### config.mk
export PLATFORM = sky130hd
export DESIGN_NAME = pll_status_event_logic
export DESIGN_NICKNAME = d
export VERILOG_FILES = /design/src/hdl/pll_status_pkg.sv /design/src/hdl/lock_debounce.sv /design/src/hdl/pll_status_event_logic.sv
export SDC_FILE = /design/constraint.sdc
export NUM_CORES = 1
export LEC_CHECK = 0
export BUFFER_PORTS_ARGS = -buffer_cell sky130_fd_sc_hd__buf_4
export CORE_ASPECT_RATIO = 0.9
export CORE_MARGIN = 2
export CORE_UTILIZATION = 47
export CTS_BUF_LIST = sky130_fd_sc_hd__clkbuf_16
export DETAILED_ROUTE_END_ITERATION = 16
export PLACE_DENSITY_LB_ADDON = 0.25
export SLEW_MARGIN = 20
export SYNTH_ARGS = -nofsm -noshare
export SYNTH_HDL_FRONTEND = slang
export SYNTH_SLANG_ARGS = --single-unit
### constraint.sdc
create_clock -name aclk -period 2 [get_ports aclk]
set_clock_uncertainty 0.1 [all_clocks]
set_input_delay 0.4 -clock aclk [delete_from_list [all_inputs] [get_ports aclk]]
set_output_delay 0.4 -clock aclk [all_outputs]
set_load 0.005 [all_outputs]
### src/hdl/pll_status_pkg.sv
package pll_status_pkg;

   // ****************************************************************
   // register map (byte addresses, one aligned word each)
   // ****************************************************************
   localparam logic [3:0] cal_status_addr = 4'h0;
   localparam logic [3:0] lock_status_addr = 4'h4;
   localparam logic [3:0] event_flags_addr = 4'h8;
   localparam logic [3:0] loss_count_addr = 4'hc;
   localparam logic [4:0] lock_config_addr = 5'h10;

   // ****************************************************************
   // field positions
   // ****************************************************************
   localparam int cal_fail_bit = 7;
   localparam int cal_done_bit = 6;
   localparam int band_msb = 5;
   localparam int lock_bit = 0;
   localparam int rail_low_bit = 1;
   localparam int rail_high_bit = 2;
   localparam int count_msb = 3;
   localparam int cfg_timer_lsb = 0;
   localparam int cfg_sticky_bit = 2;
   localparam int cfg_cal_byp_bit = 3;
   localparam int cfg_bypass_bit = 4;

   // ****************************************************************
   // reset values and timing counts
   // ****************************************************************
   localparam logic [4:0] lock_config_reset = 5'h02;
   localparam logic [3:0] count_max = 4'hf;
   localparam int debounce_short = 570;
   localparam int debounce_mid = 5700;
   localparam int debounce_long = 57000;
   localparam int debounce_width = 16;

   // ****************************************************************
   // axi responses
   // ****************************************************************
   localparam logic [1:0] resp_okay = 2'h0;
   localparam logic [1:0] resp_slverr = 2'h2;

   // analog loop observations
   typedef struct packed {
      logic cal_done;
      logic cal_fail;
      logic [5:0] band;
      logic locked;
      logic rail_high;
      logic rail_low;
   } loop_obs_t;

   // lock detector configuration
   typedef struct packed {
      logic bypass;
      logic cal_byp;
      logic sticky;
      logic [1:0] timer;
   } lock_cfg_t;

endpackage

### src/hdl/lock_debounce.sv
`timescale 1ns/1ps

// ****************************************************************
// lock qualification: enable gate, bypass, debounce, sticky hold
// ****************************************************************
module lock_debounce (
   // clock and reset
   input wire logic aclk,
   input wire logic aresetn,
   // control
   input wire pll_status_pkg::lock_cfg_t cfg,
   input wire logic cal_done,
   input wire logic raw_lock,
   // result
   output logic lock_out
);

   logic [pll_status_pkg::debounce_width-1:0] count;
   logic [pll_status_pkg::debounce_width-1:0] limit;
   logic detector_on;
   logic raw_gated;
   logic next_lock;

   // detector runs only after calibration unless the bypass says so
   assign detector_on = cfg.cal_byp | cal_done;
   assign raw_gated = raw_lock & detector_on;

   // interval lookup; zero means the raw level passes straight
   always_comb begin
      unique case (cfg.timer)
         2'h0: limit = '0;
         2'h1: limit = pll_status_pkg::debounce_width'
            (pll_status_pkg::debounce_short);
         2'h2: limit = pll_status_pkg::debounce_width'
            (pll_status_pkg::debounce_mid);
         2'h3: limit = pll_status_pkg::debounce_width'
            (pll_status_pkg::debounce_long);
      endcase
   end

   // forced lock wins; sticky mode keeps an asserted lock
   always_comb begin
      if (cfg.bypass) begin
         next_lock = 1'b1;
      end else if (cfg.sticky && lock_out) begin
         next_lock = 1'b1;
      end else if (raw_gated == lock_out) begin
         next_lock = lock_out;
      end else begin
         next_lock = (count >= limit) ? raw_gated : lock_out;
      end
   end

   // counter restarts whenever the raw level agrees with the output
   always_ff @(posedge aclk) begin
      if (!aresetn) begin
         count <= '0;
         lock_out <= 1'b0;
      end else begin
         if (raw_gated == lock_out || count >= limit) begin
            count <= '0;
         end else begin
            count <= count + 1'b1;
         end
         lock_out <= next_lock;
      end
   end

endmodule

### src/hdl/pll_status_event_logic.sv
`timescale 1ns/1ps

module pll_status_event_logic (
   // clock and reset
   input wire logic aclk,
   input wire logic aresetn,
   // analog loop observations (asynchronous)
   input wire pll_status_pkg::loop_obs_t loop_in,
   // axi4-lite write address
   input wire logic [4:0] s_axi_awaddr,
   input wire logic s_axi_awvalid,
   output logic s_axi_awready,
   // axi4-lite write data
   input wire logic [31:0] s_axi_wdata,
   input wire logic [3:0] s_axi_wstrb,
   input wire logic s_axi_wvalid,
   output logic s_axi_wready,
   // axi4-lite write response
   output logic [1:0] s_axi_bresp,
   output logic s_axi_bvalid,
   input wire logic s_axi_bready,
   // axi4-lite read address
   input wire logic [4:0] s_axi_araddr,
   input wire logic s_axi_arvalid,
   output logic s_axi_arready,
   // axi4-lite read data
   output logic [31:0] s_axi_rdata,
   output logic [1:0] s_axi_rresp,
   output logic s_axi_rvalid,
   input wire logic s_axi_rready
);

   // ****************************************************************
   // input synchronisers
   // ****************************************************************
   pll_status_pkg::loop_obs_t sync_a;
   pll_status_pkg::loop_obs_t obs;

   // the analog side is unclocked; first stage is read only by second
   always_ff @(posedge aclk) begin
      if (!aresetn) begin
         sync_a <= '0;
         obs <= '0;
      end else begin
         sync_a <= loop_in;
         obs <= sync_a;
      end
   end

   // ****************************************************************
   // state
   // ****************************************************************
   pll_status_pkg::lock_cfg_t cfg;
   logic lock_q;
   logic lock_prev;
   logic [2:0] flags;
   logic [3:0] loss_count;
   logic [7:0] cal_reg;
   logic [7:0] stat_reg;

   lock_debounce u_lock (
      .aclk(aclk),
      .aresetn(aresetn),
      .cfg(cfg),
      .cal_done(obs.cal_done),
      .raw_lock(obs.locked),
      .lock_out(lock_q)
   );

   // ****************************************************************
   // write channel
   // ****************************************************************
   logic [4:0] aw_hold;
   logic aw_have;
   logic [31:0] w_hold;
   logic [3:0] ws_hold;
   logic w_have;
   logic do_write;
   logic [4:0] wr_addr;
   logic [31:0] wr_data;
   logic lane0;
   logic wr_flags;
   logic wr_count;
   logic wr_cfg;
   logic wr_hit;

   // a side taken alone sets its holder; with both held or taken the write fires once
   assign wr_addr = aw_have ? aw_hold : s_axi_awaddr;
   assign wr_data = w_have ? w_hold : s_axi_wdata;
   assign lane0 = w_have ? ws_hold[0] : s_axi_wstrb[0];
   assign do_write = (aw_have | (s_axi_awvalid & s_axi_awready))
      & (w_have | (s_axi_wvalid & s_axi_wready)) & ~s_axi_bvalid;
   assign wr_flags = do_write & lane0
      & (wr_addr == {1'b0, pll_status_pkg::event_flags_addr});
   assign wr_count = do_write & lane0
      & (wr_addr == {1'b0, pll_status_pkg::loss_count_addr});
   assign wr_cfg = do_write & lane0
      & (wr_addr == pll_status_pkg::lock_config_addr);
   assign wr_hit = (wr_addr == {1'b0, pll_status_pkg::cal_status_addr})
      | (wr_addr == {1'b0, pll_status_pkg::lock_status_addr})
      | (wr_addr == {1'b0, pll_status_pkg::event_flags_addr})
      | (wr_addr == {1'b0, pll_status_pkg::loss_count_addr})
      | (wr_addr == pll_status_pkg::lock_config_addr);

   // ready pulses for one cycle while nothing of that kind is held and no response pends
   always_ff @(posedge aclk) begin
      if (!aresetn) begin
         aw_have <= 1'b0;
         w_have <= 1'b0;
         aw_hold <= '0;
         w_hold <= '0;
         ws_hold <= '0;
         s_axi_awready <= 1'b0;
         s_axi_wready <= 1'b0;
         s_axi_bvalid <= 1'b0;
         s_axi_bresp <= pll_status_pkg::resp_okay;
      end else begin
         if (do_write) begin
            aw_have <= 1'b0;
            w_have <= 1'b0;
            s_axi_bvalid <= 1'b1;
            s_axi_bresp <= wr_hit ? pll_status_pkg::resp_okay
               : pll_status_pkg::resp_slverr;
         end else begin
            if (s_axi_awvalid && s_axi_awready) begin
               aw_have <= 1'b1;
               aw_hold <= s_axi_awaddr;
            end
            if (s_axi_wvalid && s_axi_wready) begin
               w_have <= 1'b1;
               w_hold <= s_axi_wdata;
               ws_hold <= s_axi_wstrb;
            end
         end
         if (s_axi_bvalid && s_axi_bready) begin
            s_axi_bvalid <= 1'b0;
         end
         s_axi_awready <= ~aw_have & ~s_axi_awready & ~s_axi_bvalid
            & ~do_write;
         s_axi_wready <= ~w_have & ~s_axi_wready & ~s_axi_bvalid
            & ~do_write;
      end
   end

   // ****************************************************************
   // event flags and loss-of-lock counter
   // ****************************************************************
   logic lock_drop;
   logic [2:0] events;
   logic [2:0] next_flags;
   logic [3:0] next_count;

   assign lock_drop = lock_prev & ~lock_q;
   assign events = {obs.rail_high, obs.rail_low, lock_drop};
   // a set in the clearing cycle survives; zeros written do nothing
   assign next_flags = (flags & ~({3{wr_flags}} & wr_data[2:0]))
      | events;
   always_comb begin
      if (wr_count) begin
         next_count = wr_data[pll_status_pkg::count_msb:0];
      end else if (lock_drop && loss_count != pll_status_pkg::count_max)
      begin
         next_count = loss_count + 4'h1;
      end else begin
         next_count = loss_count;
      end
   end

   // register updates; reset zeroes all but cfg, which takes lock_config_reset
   always_ff @(posedge aclk) begin
      if (!aresetn) begin
         flags <= '0;
         loss_count <= '0;
         lock_prev <= 1'b0;
         cfg <= pll_status_pkg::lock_cfg_t'
            (pll_status_pkg::lock_config_reset);
      end else begin
         flags <= next_flags;
         loss_count <= next_count;
         lock_prev <= lock_q;
         if (wr_cfg) begin
            cfg <= pll_status_pkg::lock_cfg_t'(wr_data[4:0]);
         end
      end
   end

   // ****************************************************************
   // read channel
   // ****************************************************************
   logic [7:0] rd_byte;
   logic rd_hit;

   // status images: band and outcome only shown once done
   assign cal_reg = {obs.cal_done & obs.cal_fail, obs.cal_done,
      obs.cal_done ? obs.band : 6'h00};
   assign stat_reg = {5'h00, obs.rail_high, obs.rail_low,
      lock_q};
   always_comb begin
      rd_hit = 1'b1;
      unique case (s_axi_araddr)
         {1'b0, pll_status_pkg::cal_status_addr}: rd_byte = cal_reg;
         {1'b0, pll_status_pkg::lock_status_addr}: rd_byte = stat_reg;
         {1'b0, pll_status_pkg::event_flags_addr}:
            rd_byte = {5'h00, flags};
         {1'b0, pll_status_pkg::loss_count_addr}:
            rd_byte = {4'h0, loss_count};
         pll_status_pkg::lock_config_addr: rd_byte = {3'h0, cfg};
         default: begin
            rd_byte = 8'h00;
            rd_hit = 1'b0;
         end
      endcase
   end

   // one read at a time; answer one cycle after the address is taken
   always_ff @(posedge aclk) begin
      if (!aresetn) begin
         s_axi_arready <= 1'b0;
         s_axi_rvalid <= 1'b0;
         s_axi_rdata <= '0;
         s_axi_rresp <= pll_status_pkg::resp_okay;
      end else begin
         if (s_axi_arvalid && s_axi_arready) begin
            s_axi_rvalid <= 1'b1;
            s_axi_rdata <= {24'h000000, rd_byte};
            s_axi_rresp <= rd_hit ? pll_status_pkg::resp_okay
               : pll_status_pkg::resp_slverr;
         end else if (s_axi_rvalid && s_axi_rready) begin
            s_axi_rvalid <= 1'b0;
         end
         s_axi_arready <= ~s_axi_arready & ~s_axi_rvalid
            & ~(s_axi_arvalid & s_axi_arready);
      end
   end

endmodule

==> results of run 1 <==
==> logic make-up (layout without fill, tap and decap cells) <==
kind of cell / after synthesis / in the layout / synth area share
AND/OR/NAND/NOR: 154 / 154 / 0.227
buffers and inverters: 45 / 94 / 0.0720
AO/OA/AOI/OAI: 59 / 59 / 0.119
other: 1 / 26 / 0.000977
flip-flops: 80 / 80 / 0.417
multiplexers: 28 / 28 / 0.0766
XOR/XNOR: 17 / 17 / 0.0388
adder cells (fa/ha/maj): 15 / 15 / 0.0489
==> area by class of cell <==
class | instances | area (sq um)
Tap cell | 99 | 124
Timing Repair Buffer | 72 | 569
Clock inverter | 7 | 72.6
Multi-Input combinational cell | 299 | 2140
Inverter | 6 | 22.5
Fill cell | 670 | 3230
Sequential cell | 80 | 1610
Clock buffer | 9 | 225
==> routing by layer <==
metal | GRT usage | up-vias
met3 | 0.0412 | 7
met2 | 0.269 | 87
met4 | 0.0445 | 0
met5 | 0 | -
met1 | 0.229 | 1347
li1 | - | 1476
==> repair_timing <==
action                                  CTS  global route
buffers inserted                          1             3
gates resized for setup                   2            25
hold buffers                              0             0
pin swaps                                 1             8
cloned                                    0             1
endpoints found under the setup margin   16            17
==> where the power goes <==
| part | switching (mW) | leakage, nW | internal (mW) | total [mW] |
|---|---|---|---|---|
| clock | 0.652 | 0.131 | 0.963 | 1.61 |
| combinational | 0.136 | 1.28 | 0.150 | 0.287 |
| sequential | 0.0337 | 0.653 | 1.64 | 1.68 |
| total | 0.822 | 2.07 | 2.76 | 3.58 |
==> worst reg2reg max path, delay by kind of cell (launching register included) <==
kind	cells	cell delay, ns
multiplexers	1	0.17
AO/OA/AOI/OAI	1	0.11
buffers and inverters	2	0.30
AND/OR/NAND/NOR	4	0.53
adder cells (fa/ha/maj)	1	0.30
flip-flops	1	0.38
==> worst min-delay path by stage <==
stage / end / startpoint
global route: sync_a[5] / loop_in[5]
global placement: obs[9] / sync_a[9]
detailed placement: obs[8] / sync_a[8]
CTS: sync_a[6] / loop_in[6]
finish: sync_a[8] / loop_in[8]
floorplan: cal_reg[6] / sync_a[10]
==> Yosys cell counts, types with 2 or more instances <==
cell type,number
dfxtp_1,80
nor2_1,27
and2_1,26
buf_4,26
nand2_1,26
mux2i_1,20
nand3_1,16
ha_1,15
nor2b_1,15
clkbuf_1,10
xor2_1,10
a21oi_1,8
and3_1,8
a22oi_1,7
mux2_2,7
o21ai_0,7
xnor2_1,7
inv_1,6
nand2b_1,6
a21boi_0,5
a21o_1,5
nand4_1,5
nor3_1,5
nor3b_1,5
a21boi_1,4
o211a_1,4
o21a_1,4
buf_2,2
nand3b_1,2
nand4b_1,2
o211ai_1,2
o211ai_2,2
o31a_1,2
==> through the flow <==
step | instances | util | instance area [sq um] | TNS, ns | power [mW]
floorplan | 424 | - | 3930 | 0 | 1.91
global placement | 551 | 0.539 | 4310 | -0.487 | 1.99
detailed placement | 551 | 0.539 | 4310 | -1.07 | 2.00
CTS | 568 | 0.578 | 4620 | 0 | 3.61
global route | 572 | 0.596 | 4760 | -0.0146 | 3.72
finish | 572 | 0.596 | 4760 | 0 | 3.58
==> flow_summary.yaml, run 1 <==
grt:
  grt_pass1_wl_microns: 12200
  grt_max_degree: 35
  antenna_found_initial: 0
  grt_pass1_vias: 2616
  grt_usage: 0.169
  grt_overflow_total: 0
die:
  coreArea_sq_mm: 0.00799
  start_util: 0.480
  dieArea_sq_mm: 0.00891
  die_x_microns: 99.3
  die_h_microns: 89.7
  rows: 31
  io_pins: 105
synth:
  yosysWarnings: 0
  synth.yosys.seq_area_share: 0.417
  synthTopCellsByArea: "dfxtp_1 42%, mux2i_1 5.2%, buf_4 5.1%"
  ys_types: 56
  synth_cells: 399
  netlist.area_leader.share: 0.417
  synth-seq-cells: 80
  synth_edf_count: 0
  synth-main-ff-cell: "dfxtp_1"
  synthArstFlopShare: 0
  synth_area_leader_cell: "dfxtp_1"
  synth.avg_cell_area_sq_um: 9.62
  synth_area_sq_mm: 0.00384
layout:
  final_common_cell: "dfxtp_1"
  areaGrowthSynthToFinish_pct: 24.1
  largest_register_ff_count: 16
  layout-drive-gt1-share: 0.260
  largest-register: "u_lock.count"
  n_antenna_cell: 0
  layout_common_cells: "78 x dfxtp_1, 69 x buf_4, 26 x and2_1, 26 x conb_1, 24 x nand2_1"
  reg.largest.list: "u_lock.count: 16 flops, sync_a: 11 flops"
  nets: 547
sta:
  worst_slew_pin_slew_ns: 0.522
  min_period_over_period: 0.976
  hold_viol: 0
  fin_crit_ns: 1.95
  setup_slack_ns: 0.0479
  final-setup-viol-count: 0
  maxSlewViolCount: 0
  hold_slack_ns: 0.173
  slew_headroom: 0.652
  fmax_mhz: 512
routing:
  route.met3.wl_microns: 345
  vias_per_cell: 5.10
  ant_nets: 0
  drt-total-wl_microns: 7710
  highest_layer: "met4"
  wl_per_cell_microns: 13.5
  drc: 0
  dr.first_iter.drc_count: 127
  dr_total_vias: 2917
  dr.pass1.iters: 5
  wl_met2_microns: 3500
  wl_met1_microns: 3780
setup_path:
  crit_chain: "nand2_4, ha_1, nand4b_1, nor2_1, a311oi_2, buf_4, buf_4, nand3_1, mux2i_1"
  end_kind: "register"
  cpLargestDelayFamily: "simple AND/OR/NAND/NOR gates"
  r2r_slack_ns: 0.05
  arrival_ns: 2.11
  max_stage_delay_ns: 0.38
  cp-endpoint: "u_lock.lock_out"
  path_common_cell: "buf_4"
  worstReg2RegEnd: "u_lock.lock_out"
  crit_slowest_cell: "dfxtp_4"
  path_depth: 9
  worstPathRequired_ns: 2.16
  crit_start: "cfg[1]"
  critPathKind: "reg -> reg"
  start_kind: "register"
  cp_max_fo: 4
  reg2reg_depth: 9
  r2r_start: "cfg[1]"
  crit_buf_inv: 2
min_path:
  hold_path_depth: 2
  hp-class: "in -> reg"
cts:
  cts_tree: "built"
  path_clk_slew_ns: 0.06
  numCtsBuffers: 9
  clockBufferDepth: 2
  htree_levels: 3
  cts_root_buf: "clkbuf_16"
  clk_latency_ns: 0.33
  cts_sinks: 80
placement:
  gp_congestion: 0.829
  dp_hpwl_microns: 5400
  port_buffers: 48
  pre_cts_slack_ns: -0.0902
power:
  leakagePower_nw: 2.07
  ir_drop_uv: 610
  powerDensity_mw_per_mm2: 751
run:
  max-cap-violations: 0
status:
  status: "finished, final reports clean"
Power figures use the tool's default switching activity.
==> run 2: changes to the inputs <==
--- a/config.mk
+++ b/config.mk
@@ -12,6 +12,7 @@
 export CTS_BUF_LIST = sky130_fd_sc_hd__clkbuf_16
 export DETAILED_ROUTE_END_ITERATION = 16
 export PLACE_DENSITY_LB_ADDON = 0.25
+export RECOVER_POWER = 100
 export SLEW_MARGIN = 20
 export SYNTH_ARGS = -nofsm -noshare
 export SYNTH_HDL_FRONTEND = slang
==> run 2 against run 1 <==
  * Largest cell class unchanged
  * Global-route usage unchanged
  * Sequential cell count unchanged
  * Setup slack about the same
  * Largest power group unchanged
  * Critical endpoint unchanged
==> flow_summary.yaml, run 2 (synthesized netlist as in run 1, its figures left out) <==
cts:
  path_clk_slew_ns: 0.06
  cts_tree: "built"
  cts_sinks: 80
  cts_root_buf: "clkbuf_16"
  htree_levels: 3
  clk_latency_ns: 0.33
  numCtsBuffers: 9
  clockBufferDepth: 2
layout:
  nets: 547
  num-fill-cells: 673
  areaGrowthSynthToFinish_pct: 23.9
  reg.largest.list: "u_lock.count: 16 flops, sync_a: 11 flops"
  regArea_sq_mm: 0.00161
  layout_common_cells: "78 x dfxtp_1, 53 x buf_4, 26 x conb_1, 24 x nand2_1, 20 x mux2i_1"
  largest-register: "u_lock.count"
  n_antenna_cell: 0
  multi_input_area_sq_mm: 0.00214
  final_common_cell: "dfxtp_1"
  layout-drive-gt1-share: 0.252
  largest_register_ff_count: 16
min_path:
  hp-class: "in -> reg"
placement:
  dp_hpwl_microns: 5400
  port_buffers: 48
  gp_congestion: 0.829
die:
  die_h_microns: 89.7
  coreArea_sq_mm: 0.00799
  die_x_microns: 99.3
  io_pins: 105
  rows: 31
  start_util: 0.480
  dieArea_sq_mm: 0.00891
grt:
  grt_overflow_total: 0
  antenna_found_initial: 0
  grt_max_degree: 35
  grt_pass1_vias: 2616
  grt_usage: 0.169
  grt_pass1_wl_microns: 12200
routing:
  drt-total-wl_microns: 7730
  ant_nets: 0
  dr_total_vias: 2915
  wl_per_cell_microns: 13.5
  dr.pass1.iters: 4
  dr.first_iter.drc_count: 118
  drc: 0
  vias_per_cell: 5.10
setup_path:
  end_kind: "register"
  r2r_slack_ns: 0.05
  reg2reg_depth: 9
  path_common_cell: "buf_4"
  critPathKind: "reg -> reg"
  worstReg2RegEnd: "u_lock.lock_out"
  max_stage_delay_ns: 0.38
  crit_start: "cfg[0]"
  crit_chain: "nand2_4, ha_1, nand4b_1, nor2_1, a311oi_2, buf_4, buf_4, nand3_1, mux2i_1"
  crit_slowest_cell: "dfxtp_4"
  arrival_ns: 2.11
  r2r_start: "cfg[0]"
  cpLargestDelayFamily: "simple AND/OR/NAND/NOR gates"
  path_depth: 9
  cp-endpoint: "u_lock.lock_out"
  start_kind: "register"
  worstPathRequired_ns: 2.16
  crit_buf_inv: 2
  cp_max_fo: 4
sta:
  hold_viol: 0
  fmax_mhz: 512
  maxSlewViolCount: 0
  final-setup-viol-count: 0
  fin_crit_ns: 1.95
  min_period_over_period: 0.976
  hold_slack_ns: 0.172
  slew_headroom: 0.306
  worst_slew_pin_slew_ns: 1.04
power:
  leakagePower_nw: 2.05
  ir_drop_uv: 608
  total_power_mw: 3.57
  powerDensity_mw_per_mm2: 751
status:
  status: "finished, final reports clean"
run:
  max-cap-violations: 0
run 2: changes by cell type in the layout (fill, tap and decap cells not counted), sizes merged:
cell | previous run | this run
buf | 71 | 55
clkbuf | 10 | 26
run 2: routing by layer:
layer	routed length (microns)	share of wire	global-route usage	vias up
met3	352	0.046	0.0412	9
met1	3780	0.49	0.229	1342
met5	0	0	0	-
li1	-	-	-	1478
met2	3530	0.46	0.269	86
met4	66	0.0085	0.0445	0
run 2: power by group:
part / switching [mW] / internal (mW) / total, mW
clock network: 0.649 / 0.963 / 1.61
registers: 0.0337 / 1.64 / 1.68
logic: 0.137 / 0.145 / 0.282
total: 0.820 / 2.75 / 3.57
run 2: worst min path at each step:
stage / to / slack, ns / depth (start not counted) / from
2_1_floorplan: cal_reg[6] / 0.31 / 1 / sync_a[10]
3_3_place_gp: obs[9] / 0.32 / 1 / sync_a[9]
3_5_place_dp: obs[8] / 0.32 / 1 / sync_a[8]
4_1_cts: sync_a[6] / 0.17 / 2 / loop_in[6]
5_1_grt: sync_a[5] / 0.16 / 2 / loop_in[5]
6_report: sync_a[8] / 0.17 / 2 / loop_in[8]
run 2: cell type report:
| cell class | instances | area share |
|---|---|---|
| Multi-Input combinational cell | 299 | 0.450 |
| Sequential cell | 80 | 0.338 |
| Timing Repair Buffer | 72 | 0.118 |
| Clock buffer | 9 | 0.0474 |
| Tap cell | 99 | 0.0260 |
| Clock inverter | 7 | 0.0153 |
| Inverter | 6 | 0.00474 |
run 2: stage by stage:
stage,cells,setup TNS (ns),setup WS [ns],utilization,cell area (sq um)
2_1_floorplan,424,0,0.0514,-,3930
3_3_place_gp,551,-0.487,-0.0374,0.539,4310
3_5_place_dp,551,-1.07,-0.0902,0.539,4310
4_1_cts,568,0,0.000954,0.578,4620
5_1_grt,572,-0.0146,-0.0146,0.595,4760
6_report,572,0,0.0477,0.595,4760
run 2: what timing repair did:
item                       4_1_cts  5_1_grt
gates resized for setup          2       25
hold buffers                     0        0
buffers inserted                 1        3
gates cloned                     0        1
pin swaps                        1        8
setup endpoints to repair       16       17
==> run 3: changes to the inputs <==
--- a/config.mk
+++ b/config.mk
@@ -8,7 +8,7 @@
 export BUFFER_PORTS_ARGS = -buffer_cell sky130_fd_sc_hd__buf_4
 export CORE_ASPECT_RATIO = 0.9
 export CORE_MARGIN = 2
-export CORE_UTILIZATION = 47
+export CORE_UTILIZATION = 42
 export CTS_BUF_LIST = sky130_fd_sc_hd__clkbuf_16
 export DETAILED_ROUTE_END_ITERATION = 16
 export PLACE_DENSITY_LB_ADDON = 0.25
==> run 3 against run 2 <==
  * Combinational power fell by 2%
  * First-iteration DRC count fell by 21%
  * Sequential power barely moved
  * Core utilization fell by 5.4 points
  * Clock power rose by 3%
  * Die area rose by 11%
  * Register-to-register slack got worse by 0.03 ns
  * Critical endpoint unchanged
==> flow_summary.yaml, run 3 (synthesized netlist as in run 1, its figures left out) <==
status:
  status: "finished, final reports clean"
sta:
  rsz0062_at_grt: "true"
  fin_crit_ns: 1.98
  min_period_over_period: 0.990
  maxSlewViolCount: 0
  final-setup-viol-count: 0
  hold_viol: 0
  slew_headroom: 0.559
  worst_slew_pin_slew_ns: 0.659
  fmax_mhz: 505
  setup-tns-final_ns: 0
power:
  ir_drop_uv: 482
  total_power_mw: 3.61
  p_int_mw: 2.77
  p_sw_frac: 0.233
  power_frac_seq: 0.464
  switching_power_mw: 0.844
  powerDensity_mw_per_mm2: 742
  leakagePower_nw: 2.07
  p_clk_frac: 0.459
  p_comb_frac: 0.076
setup_path:
  crit_chain: "nand2_8, ha_4, nand4b_1, nor2_2, a22oi_2, buf_4, buf_4, nand3_2, mux2i_1"
  reg2reg_depth: 9
  cp_max_fo: 5
  crit_slowest_cell: "dfxtp_4"
  arrival_ns: 2.14
  path_common_cell: "buf_4"
  r2r_start: "cfg[1]"
  max_stage_delay_ns: 0.42
  worstPathRequired_ns: 2.16
  worstReg2RegEnd: "u_lock.lock_out"
  r2r_slack_ns: 0.02
  start_kind: "register"
  end_kind: "register"
  critPathKind: "reg -> reg"
layout:
  n_antenna_cell: 0
  layout_common_cells: "78 x dfxtp_1, 51 x buf_4, 26 x conb_1, 23 x nand2_1, 22 x nor2_1"
  largest-register: "u_lock.count"
  areaGrowthSynthToFinish_pct: 26.8
  fin_area_sq_mm: 0.00487
  reg.largest.list: "u_lock.count: 16 flops, sync_a: 11 flops"
  final_common_cell: "dfxtp_1"
  nets: 547
  largest_register_ff_count: 16
  fin_cells: 595
  layout-drive-gt1-share: 0.262
min_path:
  hold_path_depth: 2
  hp-start: "loop_in[6]"
  hold-path-endpoint: "sync_a[6]"
  hp-class: "in -> reg"
routing:
  dr_total_vias: 2895
  ant_nets: 0
  vias_per_cell: 4.87
  drt-total-wl_microns: 7690
  drc: 0
  wl_per_cell_microns: 12.9
  dr.pass1.iters: 4
  dr.first_iter.drc_count: 93
die:
  die_x_microns: 105
  coreArea_sq_mm: 0.00900
  io_pins: 105
  start_util: 0.426
  rows: 33
  dieArea_sq_mm: 0.00992
  die_h_microns: 94.7
cts:
  cts_root_buf: "clkbuf_16"
  htree_levels: 3
  cts_sinks: 80
  cts_tree: "built"
  cts_hold_buf: 0
  path_clk_slew_ns: 0.06
  clk_latency_ns: 0.33
  clockBufferDepth: 2
  numCtsBuffers: 9
placement:
  dp_hpwl_microns: 5400
  dpl.cell_count: 574
  port_buffers: 48
  gp_congestion: 0.863
  place_area_sq_mm: 0.00433
grt:
  grt_max_degree: 41
  antenna_found_initial: 0
  grt_overflow_total: 0
  grt_pass1_wl_microns: 12700
  grt_pass1_vias: 2714
  grt_usage: 0.159
run:
  max-cap-violations: 0
==> run 3: changes by cell type in the layout (fill, tap and decap cells not counted), moves of 3 or more <==
| cell | before | now |
|---|---|---|
| ha_4 | 2 | 7 |
| ha_1 | 13 | 8 |
| nor2_1 | 19 | 22 |
| clkinvlp_4 | 4 | 1 |
==> run 3: how the worst max path moves through the flow <==
stage | start | end | slack (ns)
2_1_floorplan | cfg[1] | u_lock.count[10] | 0.05
3_3_place_gp | cfg[1] | u_lock.count[3] | -0.06
3_5_place_dp | cfg[1] | u_lock.count[14] | -0.12
4_1_cts | cfg[0] | u_lock.lock_out | 0.02
5_1_grt | cfg[1] | u_lock.lock_out | -0.06
6_report | cfg[1] | u_lock.lock_out | 0.02
==> run 3: power groups by stage <==
stage | registers, mW | clock network (mW) | logic [mW]
finish | 1.68 | 1.66 | 0.276
global route | 1.68 | 1.77 | 0.309
CTS | 1.68 | 1.70 | 0.284
detailed placement | 1.72 | 0 | 0.282
global placement | 1.72 | 0 | 0.278
floorplan | 1.71 | 0 | 0.207
==> run 3: repair_timing <==
item	CTS	global route
setup buffers	4	1
cloned	1	0
pin swaps	4	9
setup endpoints to repair	16	16
gates resized for setup	11	27
==> run 3: routing by layer <==
metal  global-route usage  up-vias  wire [microns]
met3               0.0435        6             305
li1                     -     1477               -
met2                0.249       65            3470
met1                0.215     1347            3840
met4               0.0456        0              78
met5                    0        -               0
==> run 3: area by class of cell <==
cell class	count	area [sq um]
Clock inverter	7	80.1
Sequential cell	80	1610
Multi-Input combinational cell	299	2210
Clock buffer	9	225
Timing Repair Buffer	72	559
Inverter	6	27.5
Tap cell	122	153
Fill cell	825	4130
==> run 3: worst max-delay path, delay by kind of cell, from the launching register on <==
| kind | cells | cell delay [ns] |
|---|---|---|
| compound gates | 1 | 0.08 |
| mux | 1 | 0.18 |
| simple gates | 4 | 0.56 |
| flops | 1 | 0.42 |
| fa+ha+maj | 1 | 0.27 |
| buf+inv | 2 | 0.28 |
==> run 3: per-stage QoR <==
stage / worst slack, ns / hold WS [ns] / util
floorplan: 0.0514 / 0.312 / -
global placement: -0.0636 / 0.318 / 0.482
detailed placement: -0.119 / 0.320 / 0.482
CTS: 0.0228 / 0.164 / 0.527
global route: -0.0617 / 0.163 / 0.541
finish: 0.0206 / 0.175 / 0.541
